### config.mk
export PLATFORM = sky130hd
export DESIGN_NAME = acr_regs
export DESIGN_NICKNAME = d
export VERILOG_FILES = /design/src/hdl/acr_pkg.sv /design/src/hdl/acr_regs.sv
export SDC_FILE = /design/constraint.sdc
export NUM_CORES = 1
export LEC_CHECK = 0
export BUFFER_PORTS_ARGS = -buffer_cell sky130_fd_sc_hd__buf_2
export CAP_MARGIN = 0
export CORE_ASPECT_RATIO = 0.9
export CORE_MARGIN = 3
export CORE_UTILIZATION = 45
export CTS_CLUSTER_SIZE = 10
export DETAILED_ROUTE_END_ITERATION = 12
export PLACE_DENSITY = 0.67
export SLEW_MARGIN = 30
export SYNTH_ARGS = -nofsm -noshare
export SYNTH_HDL_FRONTEND = slang
export SYNTH_SLANG_ARGS = --single-unit
### constraint.sdc
create_clock -name clk -period 2.6 [get_ports clk]
set_input_delay 0.52 -clock clk [delete_from_list [all_inputs] [get_ports clk]]
set_output_delay 0.52 -clock clk [all_outputs]
set_load 0.03 [all_outputs]
### src/hdl/acr_pkg.sv
// Constants, types and field layout for the converter calibration register bank
//==========================================================================
// Overview of operation
// RQ1: Dual mode: swap bit exchanges channel inputs
// RQ2: Single mode: field picks first or second input
// RQ3: Enable high runs calibration, low holds reset
// RQ4: Enable low also resets clock dividers
// RQ5: Software disables calibration before changing settings
// RQ6: Calibration enabled before link, disabled after
// RQ7: Configuration written only while calibration disabled; writes while enabled are accepted and flagged as an ordering event
// RQ8: Config bit 4 enables offset filtering
// RQ9: Background offset needs background calibration enabled
// RQ10: Foreground offset needs foreground calibration selected
// RQ11: Config bit 1 enables background calibration
// RQ12: Values always reset; foreground runs or skipped
// RQ13: Stopped flag follows background pause and resume
// RQ14: Foreground-finished flag sets on foreground completion
// RQ15: Pin select mirrors done, alarm, or low
// RQ16: Trigger source bit picks hardware or software
// RQ17: Software trigger bit stands in for input
// RQ18: Software writes reserved bits with reset values
//==========================================================================
package acr_pkg;

	//==================================================================
	// Register indices (byte address is four times the index)
	localparam logic [7:0] IDX_ROUTING   = 8'h60;
	localparam logic [7:0] IDX_CAL_EN    = 8'h61;
	localparam logic [7:0] IDX_CAL_CFG   = 8'h62;
	localparam logic [7:0] IDX_CAL_STATE = 8'h6A;
	localparam logic [7:0] IDX_PIN_SETUP = 8'h6B;
	localparam logic [7:0] IDX_SOFT_TRIG = 8'h6C;
	localparam logic [7:0] IDX_LINK_CTRL = 8'hF0;
	localparam logic [7:0] IDX_IRQ_STAT  = 8'hF1;
	localparam logic [7:0] IDX_IRQ_MASK  = 8'hF2;

	//==================================================================
	// Reset values
	localparam logic [7:0] RST_ROUTING   = 8'h01;
	localparam logic [7:0] RST_CAL_EN    = 8'h01;
	localparam logic [7:0] RST_CAL_CFG   = 8'h01;
	localparam logic [7:0] RST_PIN_SETUP = 8'h00;
	localparam logic [7:0] RST_SOFT_TRIG = 8'h01;
	localparam logic [7:0] RST_LINK_CTRL = 8'h00;
	localparam logic [7:0] RST_IRQ       = 8'h00;

	//==================================================================
	// Field positions
	localparam int ROUTE_SWAP    = 4;
	localparam int ROUTE_SEL_LSB = 0;
	localparam int CAL_EN_BIT    = 0;
	localparam int CFG_FG        = 0;
	localparam int CFG_BG        = 1;
	localparam int CFG_OS        = 2;
	localparam int CFG_BGOS      = 3;
	localparam int CFG_OSFILT    = 4;
	localparam int ST_FOREGROUND_FINISHED    = 0;
	localparam int ST_STOPPED    = 1;
	localparam int PIN_TRIG_SEL  = 0;
	localparam int PIN_STAT_LSB  = 1;
	localparam int SOFT_BIT      = 0;
	localparam int LINK_EN_BIT   = 0;
	localparam int LINK_FMT_BIT  = 1;
	localparam int EV_FOREGROUND_FINISHED    = 0;
	localparam int EV_STOPPED    = 1;
	localparam int EV_ORDER      = 2;

	//==================================================================
	// Field codes
	localparam logic [1:0] SEL_SECOND = 2'h2;
	localparam logic [1:0] PIN_FG     = 2'h0;
	localparam logic [1:0] PIN_ALARM  = 2'h2;

	//==================================================================
	// Calibration sequencer states
	typedef enum logic [2:0] {
		ST_HELD   = 3'b000,
		ST_CLEAR  = 3'b001,
		ST_FORE   = 3'b010,
		ST_BACK   = 3'b011,
		ST_PAUSED = 3'b100,
		ST_IDLE   = 3'b101
	} acr_cal_state_t;

	//==================================================================
	// Bus and output carriers
	typedef struct packed {
		logic        cyc;
		logic        stb;
		logic        we;
		logic [11:0] adr;
		logic [3:0]  sel;
		logic [31:0] dat;
	} acr_wb_req_t;

	typedef struct packed {
		logic        ack;
		logic [31:0] dat;
	} acr_wb_rsp_t;

	typedef struct packed {
		logic run;
		logic divider_reset;
		logic values_reset;
		logic fg_active;
		logic bg_active;
		logic offset_fg;
		logic offset_bg;
		logic offset_filter;
	} acr_cal_out_t;

	typedef struct packed {
		logic a_from_second;
		logic b_from_second;
		logic single_from_second;
	} acr_route_t;

endpackage

### src/hdl/acr_regs.sv
// Calibration control register bank with sequencer, status pin and interrupt
`timescale 1ns/1ps
`default_nettype none
module acr_regs #(
	parameter int FG_CAL_CYCLES = 1024
) (
	// Clock, reset, enable
	input  wire logic                 clk,
	input  wire logic                 reset,
	input  wire logic                 ce,
	// Wishbone slave
	input  wire acr_pkg::acr_wb_req_t wb_req,
	output var  acr_pkg::acr_wb_rsp_t wb_rsp,
	// Device side inputs
	input  wire logic                 hardware_trigger_input,
	input  wire logic                 alarm,
	// Device side outputs
	output var  acr_pkg::acr_cal_out_t cal_out,
	output var  acr_pkg::acr_route_t  route,
	output var  logic                 serial_link_enable,
	output var  logic                 calibration_status_pin,
	output var  logic                 irq
);
	import acr_pkg::*;

	//==================================================================
	// Declarations
	localparam int CW = $clog2(FG_CAL_CYCLES + 1);
	localparam logic [CW-1:0] CNT_LAST = CW'(FG_CAL_CYCLES - 1);

	logic [7:0]     routing_q;      // Input routing
	logic [7:0]     cal_en_q;       // Calibration enable
	logic [7:0]     cfg_q;          // Calibration configuration
	logic [7:0]     pin_q;          // Pin setup and trigger source
	logic [7:0]     soft_q;         // Software trigger
	logic [7:0]     link_q;         // Link enable and format
	logic [7:0]     irq_stat_q;     // Sticky event flags
	logic [7:0]     irq_mask_q;     // Event mask
	logic           foreground_finished_q;      // Foreground finished
	logic           stopped_q;      // Calibration stopped
	logic [CW-1:0]  cnt_q;          // Foreground duration counter
	acr_cal_state_t state_q;        // Sequencer state
	acr_cal_state_t state_d;
	acr_wb_rsp_t    rsp_q;          // Bus answer
	acr_cal_out_t   cal_q;          // Registered calibration controls
	acr_route_t     route_q;        // Registered routing
	logic           pin_out_q;      // Status pin
	logic           irq_q;          // Interrupt line
	logic           access;         // Bus request taken this cycle
	logic           wr;             // Write strobe on low byte lane
	logic [7:0]     idx;            // Register index
	logic [7:0]     wdat;           // Write byte
	logic           trig;           // Selected trigger
	logic           single_mode;    // Single-channel link format
	logic [7:0]     ev;             // Event pulses this cycle
	logic           fg_last;        // Final foreground cycle

	//==================================================================
	// Decode helper: write hits the given index
	function automatic logic hit(input logic w, input logic [7:0] i, input logic [7:0] t);
		hit = w && (i == t);
	endfunction

	assign access      = ce && wb_req.cyc && wb_req.stb && !rsp_q.ack;
	assign wr          = access && wb_req.we && wb_req.sel[0];
	assign idx         = wb_req.adr[9:2];
	assign wdat        = wb_req.dat[7:0];
	assign single_mode = link_q[LINK_FMT_BIT];
	// Hardware input or software bit, never both
	assign trig        = pin_q[PIN_TRIG_SEL] ? hardware_trigger_input : soft_q[SOFT_BIT]; // RQ16 RQ17
	assign fg_last     = (state_q == ST_FORE) && (cnt_q == CNT_LAST);

	//==================================================================
	// Bus answer: ack one cycle after the request, dropped right after
	always_ff @(posedge clk) begin
		if (reset) begin
			rsp_q <= '0;
		end else if (ce) begin
			rsp_q.ack <= access;
			if (access && !wb_req.we) begin
				unique case (idx)
					IDX_ROUTING:   rsp_q.dat <= {24'h000000, routing_q};
					IDX_CAL_EN:    rsp_q.dat <= {24'h000000, cal_en_q};
					IDX_CAL_CFG:   rsp_q.dat <= {24'h000000, cfg_q};
					IDX_CAL_STATE: rsp_q.dat <= {30'h00000000, stopped_q, foreground_finished_q};
					IDX_PIN_SETUP: rsp_q.dat <= {24'h000000, pin_q};
					IDX_SOFT_TRIG: rsp_q.dat <= {24'h000000, soft_q};
					IDX_LINK_CTRL: rsp_q.dat <= {24'h000000, link_q};
					IDX_IRQ_STAT:  rsp_q.dat <= {24'h000000, irq_stat_q};
					IDX_IRQ_MASK:  rsp_q.dat <= {24'h000000, irq_mask_q};
					// Unmapped reads answer zero
					default:       rsp_q.dat <= 32'h00000000;
				endcase
			end
		end
	end

	//==================================================================
	// Writable registers; reserved bits are stored as written
	always_ff @(posedge clk) begin
		if (reset) begin
			routing_q  <= RST_ROUTING;
			cal_en_q   <= RST_CAL_EN;
			cfg_q      <= RST_CAL_CFG;
			pin_q      <= RST_PIN_SETUP;
			soft_q     <= RST_SOFT_TRIG;
			link_q     <= RST_LINK_CTRL;
			irq_mask_q <= RST_IRQ;
		end else if (ce) begin
			if (hit(wr, idx, IDX_ROUTING))   routing_q  <= wdat;
			if (hit(wr, idx, IDX_CAL_EN))    cal_en_q   <= wdat;
			// Accepted even while enabled; the misuse is flagged instead
			if (hit(wr, idx, IDX_CAL_CFG))   cfg_q      <= wdat;
			if (hit(wr, idx, IDX_PIN_SETUP)) pin_q      <= wdat;
			if (hit(wr, idx, IDX_SOFT_TRIG)) soft_q     <= wdat;
			if (hit(wr, idx, IDX_LINK_CTRL)) link_q     <= wdat;
			if (hit(wr, idx, IDX_IRQ_MASK))  irq_mask_q <= wdat;
		end
	end

	//==================================================================
	// Event pulses feeding the sticky status
	always_comb begin
		ev = 8'h00;
		ev[EV_FOREGROUND_FINISHED] = fg_last && ce;
		ev[EV_STOPPED] = ce && !stopped_q && (state_d == ST_PAUSED || state_d == ST_IDLE);
		// Ordering misuse: link on without calibration, calibration off under link,
		// or configuration rewritten while calibration runs
		ev[EV_ORDER] = (hit(wr, idx, IDX_LINK_CTRL) && wdat[LINK_EN_BIT]
				&& !cal_en_q[CAL_EN_BIT])                                  // RQ6
			|| (hit(wr, idx, IDX_CAL_EN) && !wdat[CAL_EN_BIT]
				&& link_q[LINK_EN_BIT])                                    // RQ6
			|| (hit(wr, idx, IDX_CAL_CFG) && cal_en_q[CAL_EN_BIT]);    // RQ5 RQ7
	end

	//==================================================================
	// Sticky status, write one to clear; a new event wins over the clear
	always_ff @(posedge clk) begin
		if (reset) begin
			irq_stat_q <= RST_IRQ;
		end else if (ce) begin
			irq_stat_q <= (irq_stat_q & ~(hit(wr, idx, IDX_IRQ_STAT) ? wdat : 8'h00)) | ev;
		end
	end

	// Level interrupt from the stored flags
	always_ff @(posedge clk) begin
		if (reset) begin
			irq_q <= 1'b0;
		end else if (ce) begin
			irq_q <= |(irq_stat_q & irq_mask_q);
		end
	end

	//==================================================================
	// Sequencer next state
	always_comb begin
		state_d = state_q;
		if (!cal_en_q[CAL_EN_BIT]) begin
			// Held in reset while disabled
			state_d = ST_HELD; // RQ3
		end else begin
			unique case (state_q)
				ST_HELD:   state_d = ST_CLEAR;
				// Values cleared either way, then foreground or skip
				ST_CLEAR:  state_d = cfg_q[CFG_FG] ? ST_FORE
					: (cfg_q[CFG_BG] ? ST_BACK : ST_IDLE); // RQ12 RQ11
				ST_FORE:   if (fg_last) state_d = cfg_q[CFG_BG] ? ST_BACK : ST_IDLE;
				// Trigger low stops background at its phase
				ST_BACK:   if (!trig) state_d = ST_PAUSED; // RQ13
				ST_PAUSED: if (trig) state_d = ST_BACK;    // RQ13
				ST_IDLE:   state_d = ST_IDLE;
				default:   state_d = ST_HELD;
			endcase
		end
	end

	// Sequencer state and foreground counter
	always_ff @(posedge clk) begin
		if (reset) begin
			state_q <= ST_HELD;
			cnt_q   <= '0;
		end else if (ce) begin
			state_q <= state_d;
			cnt_q   <= (state_q == ST_FORE) ? cnt_q + CW'(1) : '0;
		end
	end

	//==================================================================
	// Status flags; undefined after reset, cleared here for determinism
	always_ff @(posedge clk) begin
		if (reset) begin
			foreground_finished_q <= 1'b0;
			stopped_q <= 1'b0;
		end else if (ce) begin
			if (state_d == ST_HELD || state_d == ST_CLEAR) begin
				foreground_finished_q <= 1'b0;
				stopped_q <= 1'b0;
			end else begin
				if (fg_last) foreground_finished_q <= 1'b1; // RQ14
				// Pause, or idle after foreground ends or is skipped with background off
				stopped_q <= (state_d == ST_PAUSED) || (state_d == ST_IDLE); // RQ13
			end
		end
	end

	//==================================================================
	// Calibration controls to the converter core
	always_ff @(posedge clk) begin
		if (reset) begin
			cal_q <= '0;
			cal_q.divider_reset <= 1'b0;
		end else if (ce) begin
			cal_q.run           <= cal_en_q[CAL_EN_BIT];                   // RQ3
			cal_q.divider_reset <= !cal_en_q[CAL_EN_BIT];                  // RQ4
			cal_q.values_reset  <= (state_q == ST_HELD) || (state_q == ST_CLEAR); // RQ12
			cal_q.fg_active     <= (state_q == ST_FORE);
			cal_q.bg_active     <= (state_q == ST_BACK) && cfg_q[CFG_BG];   // RQ11
			// Offset modes only take effect alongside their parent mode
			cal_q.offset_fg     <= cfg_q[CFG_OS] && cfg_q[CFG_FG]
				&& cal_en_q[CAL_EN_BIT];                                   // RQ10
			cal_q.offset_bg     <= cfg_q[CFG_BGOS] && cfg_q[CFG_BG]
				&& cal_en_q[CAL_EN_BIT];                                   // RQ9
			cal_q.offset_filter <= cfg_q[CFG_OSFILT];                      // RQ8
		end
	end

	//==================================================================
	// Input routing; each field ignored in the other link format
	always_ff @(posedge clk) begin
		if (reset) begin
			route_q <= '0;
		end else if (ce) begin
			route_q.a_from_second <= !single_mode && routing_q[ROUTE_SWAP];  // RQ1
			route_q.b_from_second <= !single_mode && !routing_q[ROUTE_SWAP]; // RQ1
			// Reserved codes fall back to the first input
			route_q.single_from_second <= single_mode
				&& (routing_q[ROUTE_SEL_LSB +: 2] == SEL_SECOND);         // RQ2
		end
	end

	//==================================================================
	// Status pin source select
	always_ff @(posedge clk) begin
		if (reset) begin
			pin_out_q <= 1'b0;
		end else if (ce) begin
			unique case (pin_q[PIN_STAT_LSB +: 2])
				PIN_FG:    pin_out_q <= foreground_finished_q; // RQ15
				PIN_ALARM: pin_out_q <= alarm;     // RQ15
				// Reserved code and code 3 hold the pin low
				default:   pin_out_q <= 1'b0;      // RQ15
			endcase
		end
	end

	//==================================================================
	// Outputs straight from flops
	assign wb_rsp                 = rsp_q;
	assign cal_out                = cal_q;
	assign route                  = route_q;
	assign calibration_status_pin = pin_out_q;
	assign irq                    = irq_q;
	assign serial_link_enable     = link_q[LINK_EN_BIT];
endmodule
`default_nettype wire

==> out/metrics.cfg <==
[run_status]
status = finished clean

[sta]
tns_ns = 0
worst_clock_skew_ns = 0.01056
fin_ws_ns = 0.3976
worstMarginPinSlew_ns = 0.6571
period_needed_ns = 2.202
rsz0062_at_grt = false
slew_headroom = 0.5559
setup_viol = 0
fin_crit_sh = 0.8471
hold_violations = 0
drv_slew = 0
fmax_mhz = 454.0

[global_route]
antenna_found_initial = 0
grt_first_pass_wirelength_mm = 22.53
grt_max_degree = 32
grt_pass1_vias = 4252
overflow = 0
track_usage = 0.2219

[power_and_ir_drop]
p_leak_uw = 0.002116
peakVddDrop_mv = 0.2921
powerDensity_nw_per_um2 = 570.8

[synth]
synth_adder_area_share = 0.002478
netlist_area_um2 = 5049
async_flop_share = 0
synth-edff-count = 0
ys.flop_type = dfxtp_1
synth-xor-area-share = 0
ys_seq_area_frac = 0.4045
synth-simple-area-share = 0.2290
synth_top_family_by_area = simple AND/OR/NAND/NOR gates
synth_compound_area_frac = 0.1485
ys_types = 65
synth-seq-cells = 102
syn_inst = 577
synth_area_per_cell_um2 = 8.750
synthMuxAreaShare = 0.1348
yosysWarnings = 0

[floorplan]
die_h_um = 106.5
die_x_um = 117.7
start_util = 0.4632
ios = 103
dieArea_um2 = 12530
num_rows = 36
core_area_um2 = 10900

[routing]
avgViaCountPerCell = 5.662
drt_iter0_markers = 340
drt-pass1-iter-count = 5
ant_nets = 0
wire_per_inst_um = 17.84
totalWireLength_mm = 13.89
drc_errors = 0
vias = 4411

[hold_path]
min_path_type = reg -> reg

[cells_and_area]
diodes = 0
final_nets = 679
fillers = 1031
final_common_cell = dfxtp_1
stdcell_count = 779
layout_common_cells = 102 x dfxtp_1, 68 x mux2i_1, 67 x nor2_1, 47 x nand2_1, 47 x buf_2
synthToLayoutAreaGrowth_pct = 13.83
layout-drive-gt1-share = 0.1659
final_util = 0.5272

[clock_tree]
cts_buffers = 9
cts_setup_buffers = 0
cts_resized = 0
cts_num_sinks = 102
clockBufferDepth = 2
cts_root_buffer = clkbuf_16
cts_tree = yes
clock_latency_ns = 0.35
clk_pin_slew_ns = 0.08
cts-htree-levels = 3
cts_hold_buf = 0

[job]
cap_violations = 0

[critical_path]
cp.required_ns = 2.85
arrival_ns = 2.45
end_kind = register
start_kind = register
path_max_fanout = 5
critPathKind = reg -> reg

[place]
pre_cts_ws_ns = 0.2122
port_buffers = 47
gp_congestion = 0.9012
dp_cells = 763
hpwl_mm = 9.793

[where the power goes]
part	internal (uW)	switching, uW
Combinational	79.9	211
Clock	786	621
Sequential	1570	10.1
[final timing paths]
check	from	endpoint	slack (ns)	cells past startpoint
setup / recovery	cnt_q[0]$_SDFFE_PP0P_	irq_stat_q[1]$_SDFFE_PP0P_	0.40	5
hold / removal	irq_stat_q[7]$_SDFFE_PP0P_	irq_stat_q[7]$_SDFFE_PP0P_	0.45	2
setup reg to reg	cnt_q[0]$_SDFFE_PP0P_	irq_stat_q[1]$_SDFFE_PP0P_	0.40	5
hold reg to reg	irq_stat_q[7]$_SDFFE_PP0P_	irq_stat_q[7]$_SDFFE_PP0P_	0.45	2
[Yosys cell counts, types with 4 or more instances]
master     number  area [um^2]
a21oi_1        39        195.2
a311oi_1        6        52.55
a31oi_1         5        31.28
and2_1          8        50.05
and4_1          8        70.07
buf_2           5        25.02
buf_4          24        180.2
clkbuf_1       36        135.1
dfxtp_1       102         2042
inv_1          13        48.80
mux2i_1        68        680.7
nand2_1        47        176.4
nand3_1        13        65.06
nand3b_1        6        45.04
nand4_1         7        43.79
nor2_1         67        251.5
nor3_1          6        30.03
nor3b_1        10        75.07
o21ai_0        18        90.09
o22ai_1         6        37.54
o2bb2ai_1       6        52.55
or3_1           4        25.02
or4_1           5        37.54
[per-layer routing]
| metal | vias to the layer above | track usage | part of all wire |
|---|---|---|---|
| li1 | 2114 | - | - |
| met1 | 2071 | 0.3128 | 0.47 |
| met2 | 199 | 0.3500 | 0.44 |
| met3 | 27 | 0.03298 | 0.076 |
| met4 | 0 | 0.07197 | 0.020 |
| met5 | - | 0 | 0 |
[worst max-delay path: stages, from the launching register on]
cell	delay [ns]
dfxtp_1	0.40
ha_1	0.22
nand3_1	0.13
or4_1	0.65
o311a_1	0.41
o41ai_1	0.29
[cells by family after synthesis]
family / Yosys count
AO/OA/AOI/OAI: 113
multiplexers: 68
other: 1
flip-flops: 102
AND/OR/NAND/NOR: 212
adder cells (fa/ha/maj): 1
buffers and inverters: 80
[registers in the layout, indices dropped and copies added (netlist names)]
name                    count
wb_rsp                      9
routing_q                   8
cal_en_q                    8
irq_stat_q                  8
calibration_status_pin      1
route                       3
soft_q                      8
pin_q                       8
irq_mask_q                  8
stopped_q                   1
irq                         1
state_q                     3
cnt_q                      11
cfg_q                       8
foreground_finished_q       1
link_q                      8
cal_out                     8
[area by class of cell]
| cell class | instances | area [um^2] | area share |
|---|---|---|---|
| sequential | 102 | 2042 | 0.3553 |
| timing repair buffer | 78 | 467.9 | 0.08143 |
| clock inverter | 5 | 66.31 | 0.01154 |
| multi-input combinational | 418 | 2689 | 0.4679 |
| tap | 152 | 190.2 | 0.03309 |
| clock buffer | 11 | 242.7 | 0.04224 |
| inverter | 13 | 48.80 | 0.008491 |
[per-stage QoR]
stage / hold slack, ns / instance area, um^2 / total power [uW]
floorplan: 0.4240 / 5135 / 1839
global placement: 0.4381 / 5438 / 1901
detailed placement: 0.4416 / 5438 / 1904
CTS: 0.4529 / 5747 / 3285
global route: 0.4783 / 5747 / 3379
finish: 0.4528 / 5747 / 3280
Power figures use the tool's default switching activity.
